File: src/common/rx_status_pkg.sv
// Constants for the receive status encoder and self-test compare monitor.
// Assumes one receive character clock and an APB register port.
package rx_status_pkg;
  // Register byte addresses
  localparam logic [11:0] CTRL_ADDR = 12'h000;
  localparam logic [11:0] STAT_ADDR = 12'h004;
  // Control field positions
  localparam int CTRL_BIST_BIT = 0;
  localparam int CTRL_DEC_LSB = 1;
  localparam int CTRL_PAR_LSB = 3;
  localparam int CTRL_TYPE_BIT = 5;
  localparam int CTRL_CLK_LSB = 6;
  // Decoder on, parity off, Type-A, self-test off
  localparam logic [7:0] CTRL_RESET = 8'h02;
  // Three-level select encodings
  localparam logic [1:0] SEL_LOW = 2'h0;
  localparam logic [1:0] SEL_MID = 2'h1;
  localparam logic [1:0] SEL_HIGH = 2'h2;
  // Status codes
  localparam logic [2:0] ST_DATA = 3'h0;
  localparam logic [2:0] ST_SPECIAL = 3'h1;
  localparam logic [2:0] ST_EB_FAULT = 3'h2;
  localparam logic [2:0] ST_FRAMING = 3'h3;
  localparam logic [2:0] ST_VIOL = 3'h4;
  localparam logic [2:0] ST_LOCK = 3'h5;
  localparam logic [2:0] ST_DISP = 3'h6;
  localparam logic [2:0] ST_BIST_OK = 3'h1;
  localparam logic [2:0] ST_LAST_GOOD = 3'h2;
  localparam logic [2:0] ST_LAST_BAD = 3'h4;
  localparam logic [2:0] ST_TEST_START_STATE = 3'h5;
  localparam logic [2:0] ST_BIST_ERR = 3'h6;
  localparam logic [2:0] ST_BIST_WAIT = 3'h7;
  // Self-test figures
  localparam logic signed [7:0] ERR_LIMIT = 8'sh10;
  // Floor of the error balance; it saturates so a long clean run never wraps
  localparam logic signed [7:0] DIFF_FLOOR = 8'sh80;
  localparam logic [3:0] RECENTER_CHARS = 4'h9;
  localparam logic [7:0] SEQ_LAST = 8'hFE;
  localparam logic [7:0] START_CHAR = 8'h00;
  localparam logic [7:0] LFSR_SEED = 8'h01;
  localparam logic [7:0] LFSR_TAPS = 8'hB8;
  // Substitute for a disparity-error character (C4.7)
  localparam logic [7:0] REPLACE_CHAR = 8'hE4;
  typedef enum logic [1:0] {
    test_start_state = 2'b00,
    test_wait_state = 2'b01,
    test_compare_state = 2'b10
  } bist_state_t;
endpackage : rx_status_pkg

File: src/core/rx_status_bist_monitor.sv
// Receive status encoder with self-test compare monitor and APB control.
// Assumes character flags arrive on pclk; PLL lock loss is asynchronous.
`timescale 1ns/1ps
`default_nettype none
module rx_status_bist_monitor
  import rx_status_pkg::*;
(
  input wire logic pclk,
  input wire logic presetn,
  input wire logic psel,
  input wire logic penable,
  input wire logic pwrite,
  input wire logic [11:0] paddr,
  input wire logic [31:0] pwdata,
  output logic [31:0] prdata,
  output logic pready,
  output logic pslverr,
  input wire logic char_valid,
  input wire logic [9:0] char_raw,
  input wire logic [7:0] char_data,
  input wire logic char_is_special,
  input wire logic char_is_framing,
  input wire logic char_code_viol,
  input wire logic char_disp_err,
  input wire logic eb_fault,
  input wire logic pll_lock_lost,
  output logic rx_char_valid,
  output logic [7:0] rx_char_data,
  output logic [2:0] rx_char_status,
  output logic rx_parity_out,
  output logic rx_parity_out_oe
);
  // Next LFSR word of the expected pattern
  function automatic logic [7:0] lfsr_step(input logic [7:0] x);
    lfsr_step = {x[6:0], ^(x & LFSR_TAPS)};
  endfunction : lfsr_step

  logic pll_meta_reg; // First stage, read only by second
  logic pll_sync_reg; // Synchronised lock loss
  logic [7:0] ctrl_reg; // Control bits
  logic pready_reg;
  logic pslverr_reg;
  logic [31:0] prdata_reg;
  logic [3:0] recenter_reg; // Characters left to re-centre
  bist_state_t state_reg;
  bist_state_t state_next;
  logic [7:0] lfsr_reg; // Expected next character
  logic [7:0] count_reg; // Position in sequence
  logic signed [7:0] diff_reg; // Errors minus matches
  logic signed [7:0] diff_next;
  logic [2:0] status_reg;
  logic [7:0] data_reg;
  logic valid_reg;
  logic par_reg;
  logic par_oe_reg;
  logic [2:0] bist_code;
  logic [2:0] norm_code;
  logic [2:0] out_status;
  logic [7:0] out_data;
  logic par_bit;
  logic bist_en;
  logic [1:0] dec_sel;
  logic [1:0] par_sel;
  logic type_b;
  logic match;
  logic hold_start;

  assign bist_en = ctrl_reg[CTRL_BIST_BIT];
  assign dec_sel = ctrl_reg[CTRL_DEC_LSB +: 2];
  assign par_sel = ctrl_reg[CTRL_PAR_LSB +: 2];
  assign type_b = ctrl_reg[CTRL_TYPE_BIT];
  assign match = (char_data == lfsr_reg) && !char_code_viol;
  // Any of these pins the machine to its start state
  assign hold_start = pll_sync_reg || eb_fault || (recenter_reg != 4'h0) || !bist_en;

  // Two-flop synchroniser for the asynchronous lock-loss pin
  always_ff @(posedge pclk or negedge presetn) begin
    if (!presetn) begin
      pll_meta_reg <= 1'b0;
      pll_sync_reg <= 1'b0;
    end else begin
      pll_meta_reg <= pll_lock_lost;
      pll_sync_reg <= pll_meta_reg;
    end
  end

  // APB slave: answers one cycle into the access phase
  always_ff @(posedge pclk or negedge presetn) begin
    if (!presetn) begin
      ctrl_reg <= CTRL_RESET;
      pready_reg <= 1'b0;
      pslverr_reg <= 1'b0;
      prdata_reg <= 32'h0;
    end else if (psel && penable && !pready_reg) begin
      pready_reg <= 1'b1;
      pslverr_reg <= 1'b0;
      prdata_reg <= 32'h0;
      if (paddr == CTRL_ADDR) begin
        // Control word
        if (pwrite) begin
          ctrl_reg <= pwdata[7:0];
        end else begin
          prdata_reg <= {24'h0, ctrl_reg};
        end
      end else if (paddr == STAT_ADDR) begin
        // Read-only status; writes ignored
        if (!pwrite) begin
          prdata_reg <= {diff_reg, count_reg, 5'h0, status_reg, 6'h0, state_reg};
        end
      end else begin
        // Unmapped: error answer
        pslverr_reg <= 1'b1;
      end
    end else begin
      pready_reg <= 1'b0;
      pslverr_reg <= 1'b0;
    end
  end

  // Re-centring hold after a buffer fault, counted in characters
  always_ff @(posedge pclk or negedge presetn) begin
    if (!presetn) begin
      recenter_reg <= 4'h0;
    end else if (eb_fault) begin
      recenter_reg <= RECENTER_CHARS;
    end else if (char_valid && recenter_reg != 4'h0) begin
      recenter_reg <= recenter_reg - 4'h1;
    end
  end

  // Error balance after this character; held at its floor, since a wrap would fake an excess
  always_comb begin
    diff_next = diff_reg;
    if (state_reg == test_compare_state && char_valid) begin
      diff_next = !match ? diff_reg + 8'sh01 :
                  (diff_reg == DIFF_FLOOR) ? diff_reg : diff_reg - 8'sh01;
    end
  end

  // Compare machine next state
  always_comb begin
    state_next = state_reg;
    if (hold_start) begin
      state_next = test_start_state;
    end else if (char_valid) begin
      case (state_reg)
        test_start_state: state_next = test_wait_state;
        test_wait_state: begin
          if (char_data == START_CHAR && !char_code_viol) begin
            state_next = test_compare_state;
          end
        end
        test_compare_state: begin
          if (count_reg == SEQ_LAST || diff_next > ERR_LIMIT) begin
            state_next = test_wait_state;
          end
        end
        default: state_next = test_start_state;
      endcase
    end
  end

  // State register
  always_ff @(posedge pclk or negedge presetn) begin
    if (!presetn) begin
      state_reg <= test_start_state;
    end else begin
      state_reg <= state_next;
    end
  end

  // Pattern generator, position and error balance
  always_ff @(posedge pclk or negedge presetn) begin
    if (!presetn) begin
      lfsr_reg <= LFSR_SEED;
      count_reg <= 8'h0;
      diff_reg <= 8'sh00;
    end else if (state_next != test_compare_state) begin
      // Restart fresh on each sequence
      lfsr_reg <= LFSR_SEED;
      count_reg <= 8'h0;
      diff_reg <= 8'sh00;
    end else if (state_reg == test_compare_state && char_valid) begin
      lfsr_reg <= lfsr_step(lfsr_reg);
      count_reg <= count_reg + 8'h1;
      diff_reg <= diff_next;
    end
  end

  // Self-test code for the current character
  always_comb begin
    case (state_reg)
      test_wait_state: bist_code = ST_BIST_WAIT;
      test_compare_state: begin
        if (count_reg == SEQ_LAST) begin
          bist_code = match ? ST_LAST_GOOD : ST_LAST_BAD;
        end else begin
          bist_code = match ? ST_BIST_OK : ST_BIST_ERR;
        end
      end
      default: bist_code = ST_TEST_START_STATE;
    endcase
    // Faults seen this very cycle still report start
    if (hold_start) begin
      bist_code = ST_TEST_START_STATE;
    end
  end

  // Normal status, most urgent condition first
  always_comb begin
    if (pll_sync_reg) begin
      norm_code = ST_LOCK;
    end else if (eb_fault && !type_b) begin
      norm_code = ST_EB_FAULT;
    end else if (char_code_viol) begin
      norm_code = ST_VIOL;
    end else if (char_is_framing) begin
      norm_code = ST_FRAMING;
    end else if (char_disp_err) begin
      norm_code = ST_DISP;
    end else if (char_is_special) begin
      norm_code = ST_SPECIAL;
    end else begin
      norm_code = ST_DATA;
    end
  end

  // Output selection by mode
  always_comb begin
    out_data = char_data;
    if (bist_en) begin
      out_status = bist_code;
    end else begin
      out_status = norm_code;
    end
    if (dec_sel == SEL_LOW) begin
      // Raw character across data, and across the low status bits when self-test is off
      out_data = char_raw[9:2];
      out_status[1:0] = {char_raw[0], char_raw[1]};
      if (!bist_en) begin
        out_status[2] = char_is_framing;
      end else begin
        out_status = bist_code;
      end
    end else if (!bist_en && norm_code == ST_DISP) begin
      out_data = REPLACE_CHAR;
    end
  end

  // Odd parity over the selected bits
  always_comb begin
    if (par_sel == SEL_HIGH) begin
      par_bit = ~^{out_data, out_status};
    end else if (dec_sel == SEL_LOW) begin
      par_bit = ~^{out_data, out_status[1:0]};
    end else begin
      par_bit = ~^out_data;
    end
  end

  // Output register, loaded once per character
  always_ff @(posedge pclk or negedge presetn) begin
    if (!presetn) begin
      valid_reg <= 1'b0;
      data_reg <= 8'h0;
      status_reg <= ST_DATA;
      par_reg <= 1'b0;
    end else begin
      valid_reg <= char_valid;
      if (char_valid) begin
        data_reg <= out_data;
        status_reg <= out_status;
        par_reg <= par_bit;
      end
    end
  end

  // Parity driver enable follows the select
  always_ff @(posedge pclk or negedge presetn) begin
    if (!presetn) begin
      par_oe_reg <= 1'b0;
    end else begin
      par_oe_reg <= (par_sel != SEL_LOW);
    end
  end

  assign prdata = prdata_reg;
  assign pready = pready_reg;
  assign pslverr = pslverr_reg;
  assign rx_char_valid = valid_reg;
  assign rx_char_data = data_reg;
  assign rx_char_status = status_reg;
  assign rx_parity_out = par_reg;
  assign rx_parity_out_oe = par_oe_reg;

  // Checks
  chk_lock_start: assert property (@(posedge pclk) disable iff (!presetn)
    pll_sync_reg |=> state_reg == test_start_state)
    else $error("lock loss did not force start");
  chk_err_limit: assert property (@(posedge pclk) disable iff (!presetn)
    state_reg == test_compare_state && char_valid && !hold_start && diff_next > ERR_LIMIT
    |=> state_reg == test_wait_state)
    else $error("error excess did not force wait");
  chk_recenter_hold: assert property (@(posedge pclk) disable iff (!presetn)
    eb_fault |=> state_reg == test_start_state [*2])
    else $error("buffer fault did not hold start");
  chk_parity_off: assert property (@(posedge pclk) disable iff (!presetn)
    par_sel == SEL_LOW [*2] |-> !rx_parity_out_oe)
    else $error("parity driver on while disabled");
  chk_bypass_top: assert property (@(posedge pclk) disable iff (!presetn)
    char_valid && dec_sel == SEL_LOW && !bist_en
    |=> rx_char_status[2] == $past(char_is_framing))
    else $error("bypass top status bit wrong");
  chk_data_code: assert property (@(posedge pclk) disable iff (!presetn)
    char_valid && !bist_en && dec_sel != SEL_LOW && !pll_sync_reg && !eb_fault
    && !char_code_viol && !char_is_framing && !char_disp_err && !char_is_special
    |=> rx_char_status == ST_DATA && rx_char_valid)
    else $error("plain data code wrong");
  chk_lock_code: assert property (@(posedge pclk) disable iff (!presetn)
    char_valid && !bist_en && dec_sel != SEL_LOW && pll_sync_reg
    |=> rx_char_status == ST_LOCK)
    else $error("lock loss code wrong");
  chk_disp_sub: assert property (@(posedge pclk) disable iff (!presetn)
    char_valid && !bist_en && dec_sel != SEL_LOW && norm_code == ST_DISP
    |=> rx_char_data == REPLACE_CHAR)
    else $error("disparity character not replaced");
  chk_wait_code: assert property (@(posedge pclk) disable iff (!presetn)
    char_valid && bist_en && state_reg == test_wait_state && !hold_start
    |=> rx_char_status == ST_BIST_WAIT)
    else $error("wait code wrong");
  chk_mismatch_code: assert property (@(posedge pclk) disable iff (!presetn)
    char_valid && bist_en && state_reg == test_compare_state && !hold_start
    && !match && count_reg != SEQ_LAST |=> rx_char_status == ST_BIST_ERR)
    else $error("mismatch code wrong");
  cov_compare: cover property (@(posedge pclk) disable iff (!presetn)
    state_reg == test_wait_state ##1 state_reg == test_compare_state);
  cov_last_good: cover property (@(posedge pclk) disable iff (!presetn)
    rx_char_status == ST_LAST_GOOD && bist_en);
  cov_err_exit: cover property (@(posedge pclk) disable iff (!presetn)
    state_reg == test_compare_state && diff_next > ERR_LIMIT);
endmodule : rx_status_bist_monitor
`default_nettype wire

File: config.mk
export PLATFORM = sky130hd
export DESIGN_NAME = rx_status_bist_monitor
export DESIGN_NICKNAME = d
export VERILOG_FILES = /design/src/common/rx_status_pkg.sv /design/src/core/rx_status_bist_monitor.sv
export SDC_FILE = /design/constraint.sdc
export NUM_CORES = 1
export LEC_CHECK = 0
export BUFFER_PORTS_ARGS = -buffer_cell sky130_fd_sc_hd__buf_2
export CORE_ASPECT_RATIO = 0.5
export CORE_UTILIZATION = 25
export CTS_CLUSTER_SIZE = 8
export DETAILED_ROUTE_END_ITERATION = 8
export HOLD_SLACK_MARGIN = 0.08
export PLACE_DENSITY = 0.52
export SLEW_MARGIN = 30
export SYNTH_ARGS = -nofsm -noshare
export SYNTH_HDL_FRONTEND = slang
export SYNTH_SLANG_ARGS = --single-unit
export TNS_END_PERCENT = 10
File: constraint.sdc
create_clock -name pclk -period 3 [get_ports pclk]
set_clock_uncertainty 0.2 [all_clocks]
set_input_delay 0.3 -clock pclk [delete_from_list [all_inputs] [get_ports pclk]]
set_output_delay 0.3 -clock pclk [all_outputs]
set_load 0.03 [all_outputs]
* After elaboration in Yosys (flattened, before gate mapping)
Cells that the tools add are included.
** Operators by class
- $add $sub $neg :: 4
- Equality and inequality tests :: 9
- Reduce and logical (&&, ||, !) cells :: 29
- Magnitude comparators :: 1
- Mux-type cells :: 43
** Operator list (count)
- $mux W32 :: 3
- $mux W8 :: 12
- $mux W3 :: 11
- $eq A8 B8 Y1 const B :: 2
- $eq A12 B3 Y1 const B :: 1
- $logic_not A12 Y1 :: 1
- $reduce_xnor A11 Y1 :: 1
- $mux W2 :: 5
- $reduce_xnor A10 Y1 :: 1
- $add A8 B1 Y8 const B :: 1
- $add A8 B2 Y8 const B :: 1
- $eq A8 B8 Y1 :: 1
- $gt A8 B6 Y1 const B :: 1
- $logic_and A1 B1 Y1 :: 8
- $logic_not A8 Y1 :: 1
- $mux W1 :: 8
- $mux W4 :: 2
- $reduce_xnor A8 Y1 :: 1
- $reduce_xor A8 Y1 :: 1
- $sub A8 B2 Y8 const B :: 1
- $pmux W2 S3 :: 1
- $pmux W3 S2 :: 1
- $reduce_bool A2 Y1 :: 3
- $eq A2 B2 Y1 const B :: 2
- 9 further kinds :: 16
** Word-level totals
- Word-level logic and storage cells :: 102
- Register bits after elaboration :: 88
- Output and inout bits :: 48
- Input port bits :: 74

* Longest topological paths before layout
- Word-level depth :: 13
- Gate-level depth with buffers :: 12
- Gate-level depth less buffers :: 12

* Worst setup path before layout
Ideal clock, no wire load.
- Kind :: register to register
- Start :: register lfsr_reg[0]
- End :: register par_reg, in the netlist rx_parity_out
- Setup time :: 125 ps
- Stages on the path, launching flop included :: 13
- Data arrival time :: 2624 ps
- Required time :: 2675 ps
- Setup slack :: 52 ps
- Cell sequence :: dfstp_2 xnor2_1 and4_1 nand3_2 inv_2 ha_1 a21oi_1 nor3b_1 o211a_1 o2111a_1 nor3_1 xor2_1 mux2_2
** On the way
- Longest elaborated chain between the ends :: 11
** Ends and longest elaborated chain
- start, declared :: line rx_status_bist_monitor.sv:47 : logic [7:0] lfsr_reg;
- start signal, assigned :: line rx_status_bist_monitor.sv:184 : lfsr_reg <= lfsr_step(lfsr_reg);
- $eq A8 B8 Y1 (*) :: line rx_status_bist_monitor.sv:72 : assign match = (char_data == lfsr_reg) && !char_code_viol;
- $logic_and A1 B1 Y1 (*) :: line rx_status_bist_monitor.sv:72
- $mux W3, on equally long branches :: line rx_status_bist_monitor.sv:198, rx_status_bist_monitor.sv:196
- $mux W3 (*) :: line rx_status_bist_monitor.sv:195 : if (count_reg == SEQ_LAST) begin
- $pmux W3 S2 (*) :: line rx_status_bist_monitor.sv:192 : case (state_reg)
- $mux W3 (*) :: line rx_status_bist_monitor.sv:204 : if (hold_start) begin
- $mux W3 or $mux W2 (tied branches) :: line rx_status_bist_monitor.sv:231, rx_status_bist_monitor.sv:240
- $mux W3 (*) :: line rx_status_bist_monitor.sv:236 : if (dec_sel == SEL_LOW) begin
- $reduce_xnor A10 Y1 :: line rx_status_bist_monitor.sv:255 : par_bit = ~^{out_data, out_status[1:0]};
- $mux W1 :: line rx_status_bist_monitor.sv:254 : end else if (dec_sel == SEL_LOW) begin
- $mux W1 (*) :: line rx_status_bist_monitor.sv:252 : if (par_sel == SEL_HIGH) begin
- end signal, assigned :: line rx_status_bist_monitor.sv:273 : par_reg <= par_bit;
- end, declared :: line rx_status_bist_monitor.sv:54 : logic par_reg;
Every way passes the cells marked *; elsewhere a longest branch is shown, timed or not.
A chain may end at the register's enable or synchronous reset.

* Final worst setup path
- Start :: register lfsr_reg[0]
- End :: register count_reg[3]
** On the way
- Longest elaborated chain between the ends :: 12
** Ends and longest elaborated chain
- $eq A8 B8 Y1 (*) :: line rx_status_bist_monitor.sv:72
- $logic_and A1 B1 Y1 (*) :: line rx_status_bist_monitor.sv:72
- $mux W8 (*) :: line rx_status_bist_monitor.sv:135 : diff_next = !match ? diff_reg + 8'sh01 :
- $mux W8 (*) :: line rx_status_bist_monitor.sv:134 : if (state_reg == test_compare_state && char_valid) begin
- $gt A8 B6 Y1 (*) :: line rx_status_bist_monitor.sv:154 : if (count_reg == SEQ_LAST || diff_next > ERR_LIMIT) begin
- $logic_or A1 B1 Y1 (*) :: line rx_status_bist_monitor.sv:154
- $mux W2 (*) :: line rx_status_bist_monitor.sv:154
- $pmux W2 S3 (*) :: line rx_status_bist_monitor.sv:146 : case (state_reg)
- $mux W2 (*) :: line rx_status_bist_monitor.sv:145 : end else if (char_valid) begin
- $mux W2 (*) :: line rx_status_bist_monitor.sv:143 : if (hold_start) begin
- $ne A2 B2 Y1 (*) :: line rx_status_bist_monitor.sv:178 : end else if (state_next != test_compare_state) begin
- $mux W8 or $reduce_bool A2 Y1 (tied branches)
- end signal, assigned :: line rx_status_bist_monitor.sv:185 : count_reg <= count_reg + 8'h1;
- end, declared :: line rx_status_bist_monitor.sv:48 : logic [7:0] count_reg;
Marks and branches as above.

==> results.ini <==
[detailed_routing]
first_iter_violations=176
vias=3858
wirelength_um=12100
routedWlPerCell_um=14.5
via_per_inst=4.61
drt_first_pass_iters=4
drc=0
ant_nets=0

[floorplan]
die_h_um=97.8
fp.dieW_um=194
rows=34
die_area_um2=18900
pin_count=122
core_region_area_um2=17700
initial_core_util=0.260

[grt]
grt_use_met3=0.0225
grt_pass1_wl_um=19900
antenna_found_initial=0
met2_usage=0.200
grt_max_degree=51
busiest_layer=met2
grt_pass1_vias=3802
overflow=0
gr-usage-met1=0.187
grtUsageTotal=0.130

[sta]
finalSetupViolCount=0
slew-limit-headroom=0.551
slew_viol_final=0
fin_crit_ns=2.88
rsz0062_at_grt=yes
fmax_mhz=347
period_share=0.960
finalHoldViolCount=0
tightestPinTransition_ns=0.673
finalSetupTns_ns=0

[final_layout]
final_common_cell=buf_2
nets=684
layout-drive-gt1-share=0.323
antenna_cells=0
areaGrowthSynthToFinish_pct=33.2
largest_reg_flops=27
fin_cells=837
mostFrequentLayoutCells=91 x buf_2, 80 x dfrtp_1, 41 x nand2_1

[flow_run]
drv_cap=0

[clocking]
clkSinkCount=83
cts_tree=yes
cts-root-buf=clkbuf_16
clock_latency_ns=0.34
clock_path_buffers=2
clkTransAtPathRegs_ns=0.07
cts_made_buffers=9
ctsHtreeMaxLevel=3

[synth]
synth.avg_cell_area_um2=9.94
yosysTopAreaCell=dfrtp_1
ys.warnings.count=0
synth_cell_types=64
synth.area.top_cells=dfrtp_1 44%, a22o_1 5.1%, xnor2_1 4.6%, nand2_1 3.4%, ha_1 3.3%
syn_inst=462
synth_top_area_frac=0.441
ys_seq_area_frac=0.453
synth-async-reset-ratio=1.00
synth_edf_count=0
synth_area_um2=4590
synthFlopType=dfrtp_1
synth-seq-cells=83

[power]
power.leakage_nw=2.80
p_per_area_nw_per_um2=414
p_seq_frac=0.460
internal_power_w=0.00187
clkPwrFrac=0.419
switching_share=0.264
vdd.ir_drop.worst_v=0.000248
p_sw_w=0.000669
pwr-share-comb=0.121

[hold_path]
min_path_type=input port to register

[setup_path]
crit_slowest_cell=dfstp_2
cp-end-kind=register
critical_path_class=register to register
crit_path_start_kind=register
crit_family=simple AND/OR/NAND/NOR gates
cp_num_buf_inv=2
crit_required_ns=3.02
cpPeakStageDelay_ns=0.57
path_cells=xnor2_2, and4_4, nand3_4, buf_4, a2111o_1, and3_1, and3_1, o221ai_4, buf_4, nor2_1
crit_fanout=8
reg2reg_slack_ns=0.12
arrival_ns=2.90

[place]
port_buffers=92
routabilityCongestion=0.834
dp.cells=803
hpwlAfterDp_um=8940

[outcome]
status=completed

-- worst min-delay path, delay by kind of cell --
kind	cells	cell delay (ns)
compound gates	2	0.20
buf+inv	1	0.10
-- power by group through the flow --
stage                     clock (W)  combinational (W)  sequential (W)
after floorplan                   0           0.000123         0.00123
after global placement            0           0.000285         0.00119
after detailed placement          0           0.000288         0.00119
after CTS                   0.00110           0.000302         0.00117
after global routing        0.00115           0.000336         0.00117
final                       0.00106           0.000306         0.00117
-- path summary, 6_finish.rpt --
check,from,endpoint,cells past startpoint
worst max-delay path,lfsr_reg[0],count_reg[3],10
worst min-delay path,char_raw[9],rx_char_data[7],3
worst max register to register,lfsr_reg[0],count_reg[3],10
worst min register to register,pll_meta_reg,pll_sync_reg,0
max in group asynchronous,presetn,ctrl_reg[2],3
min in group asynchronous,presetn,prdata[25],2
-- cells by family after synthesis --
| family | synth area share |
|---|---|
| simple gates | 0.184 |
| compound gates | 0.183 |
| flops | 0.453 |
| buf+inv | 0.0471 |
| xor+xnor | 0.0687 |
| mux | 0.0311 |
| fa+ha+maj | 0.0327 |
| other cells | 0.000817 |
-- cell type report --
| class | instances | area, µm² |
|---|---|---|
| fillers | 1794 | 11500 |
| multi-input cells | 337 | 2460 |
| flip-flops and latches | 83 | 2080 |
| repair buffers | 145 | 922 |
| well taps | 234 | 293 |
| clock buffers | 12 | 246 |
| inverters | 22 | 82.6 |
| clock inverters | 4 | 33.8 |
-- through the flow --
stage | worst slack, ns | cell area (µm²) | hold slack [ns] | utilization | power [W]
6_report | 0.121 | 6120 | 0.0997 | 0.347 | 0.00253
2_1_floorplan | 0.0515 | 4610 | -0.196 | - | 0.00135
5_1_grt | -0.0224 | 6120 | 0.109 | 0.347 | 0.00265
4_1_cts | 0.00600 | 5930 | 0.0944 | 0.336 | 0.00257
3_3_place_gp | 0.0332 | 5500 | 0.132 | 0.312 | 0.00147
3_5_place_dp | 0.0108 | 5500 | 0.136 | 0.312 | 0.00147
-- synth_stat cells (2+ instances only) --
master	n
mux2_2	10
nand3_1	9
nand4b_1	2
nand2b_1	5
nand4_1	7
clkbuf_1	11
o21ai_0	16
a21o_1	3
buf_4	6
mux2i_1	3
a22o_1	27
ha_1	12
and2_1	4
a22oi_1	5
o22ai_1	2
buf_6	2
dfstp_2	2
and4b_1	2
a21oi_1	17
nor3_1	10
or3_1	6
nor2_1	38
o211ai_1	3
a31oi_1	5
xor2_1	12
buf_2	5
nor3b_1	3
nor4_1	8
nor2b_1	5
xnor2_1	24
a211o_1	4
nand2_1	41
o221ai_1	3
inv_1	21
dfrtp_1	81
o21bai_1	2
or2_2	4
and3_1	11
a211oi_1	6
-- per-layer routing --
| layer | wire, µm | vias to the layer above | part of all wire |
|---|---|---|---|
| li1 | - | 1935 | - |
| met1 | 6410 | 1866 | 0.53 |
| met2 | 5370 | 46 | 0.44 |
| met3 | 218 | 11 | 0.018 |
| met4 | 141 | 0 | 0.012 |
| met5 | 0 | - | 0 |
-- what timing repair did --
item                                    4_1_cts  5_1_grt
resized for setup                             0       32
setup buffers                                 0        3
hold endpoints to repair                     62        0
endpoints found under the setup margin        0       24
hold buffers                                 15        0
(Power assumes the default switching activity.)
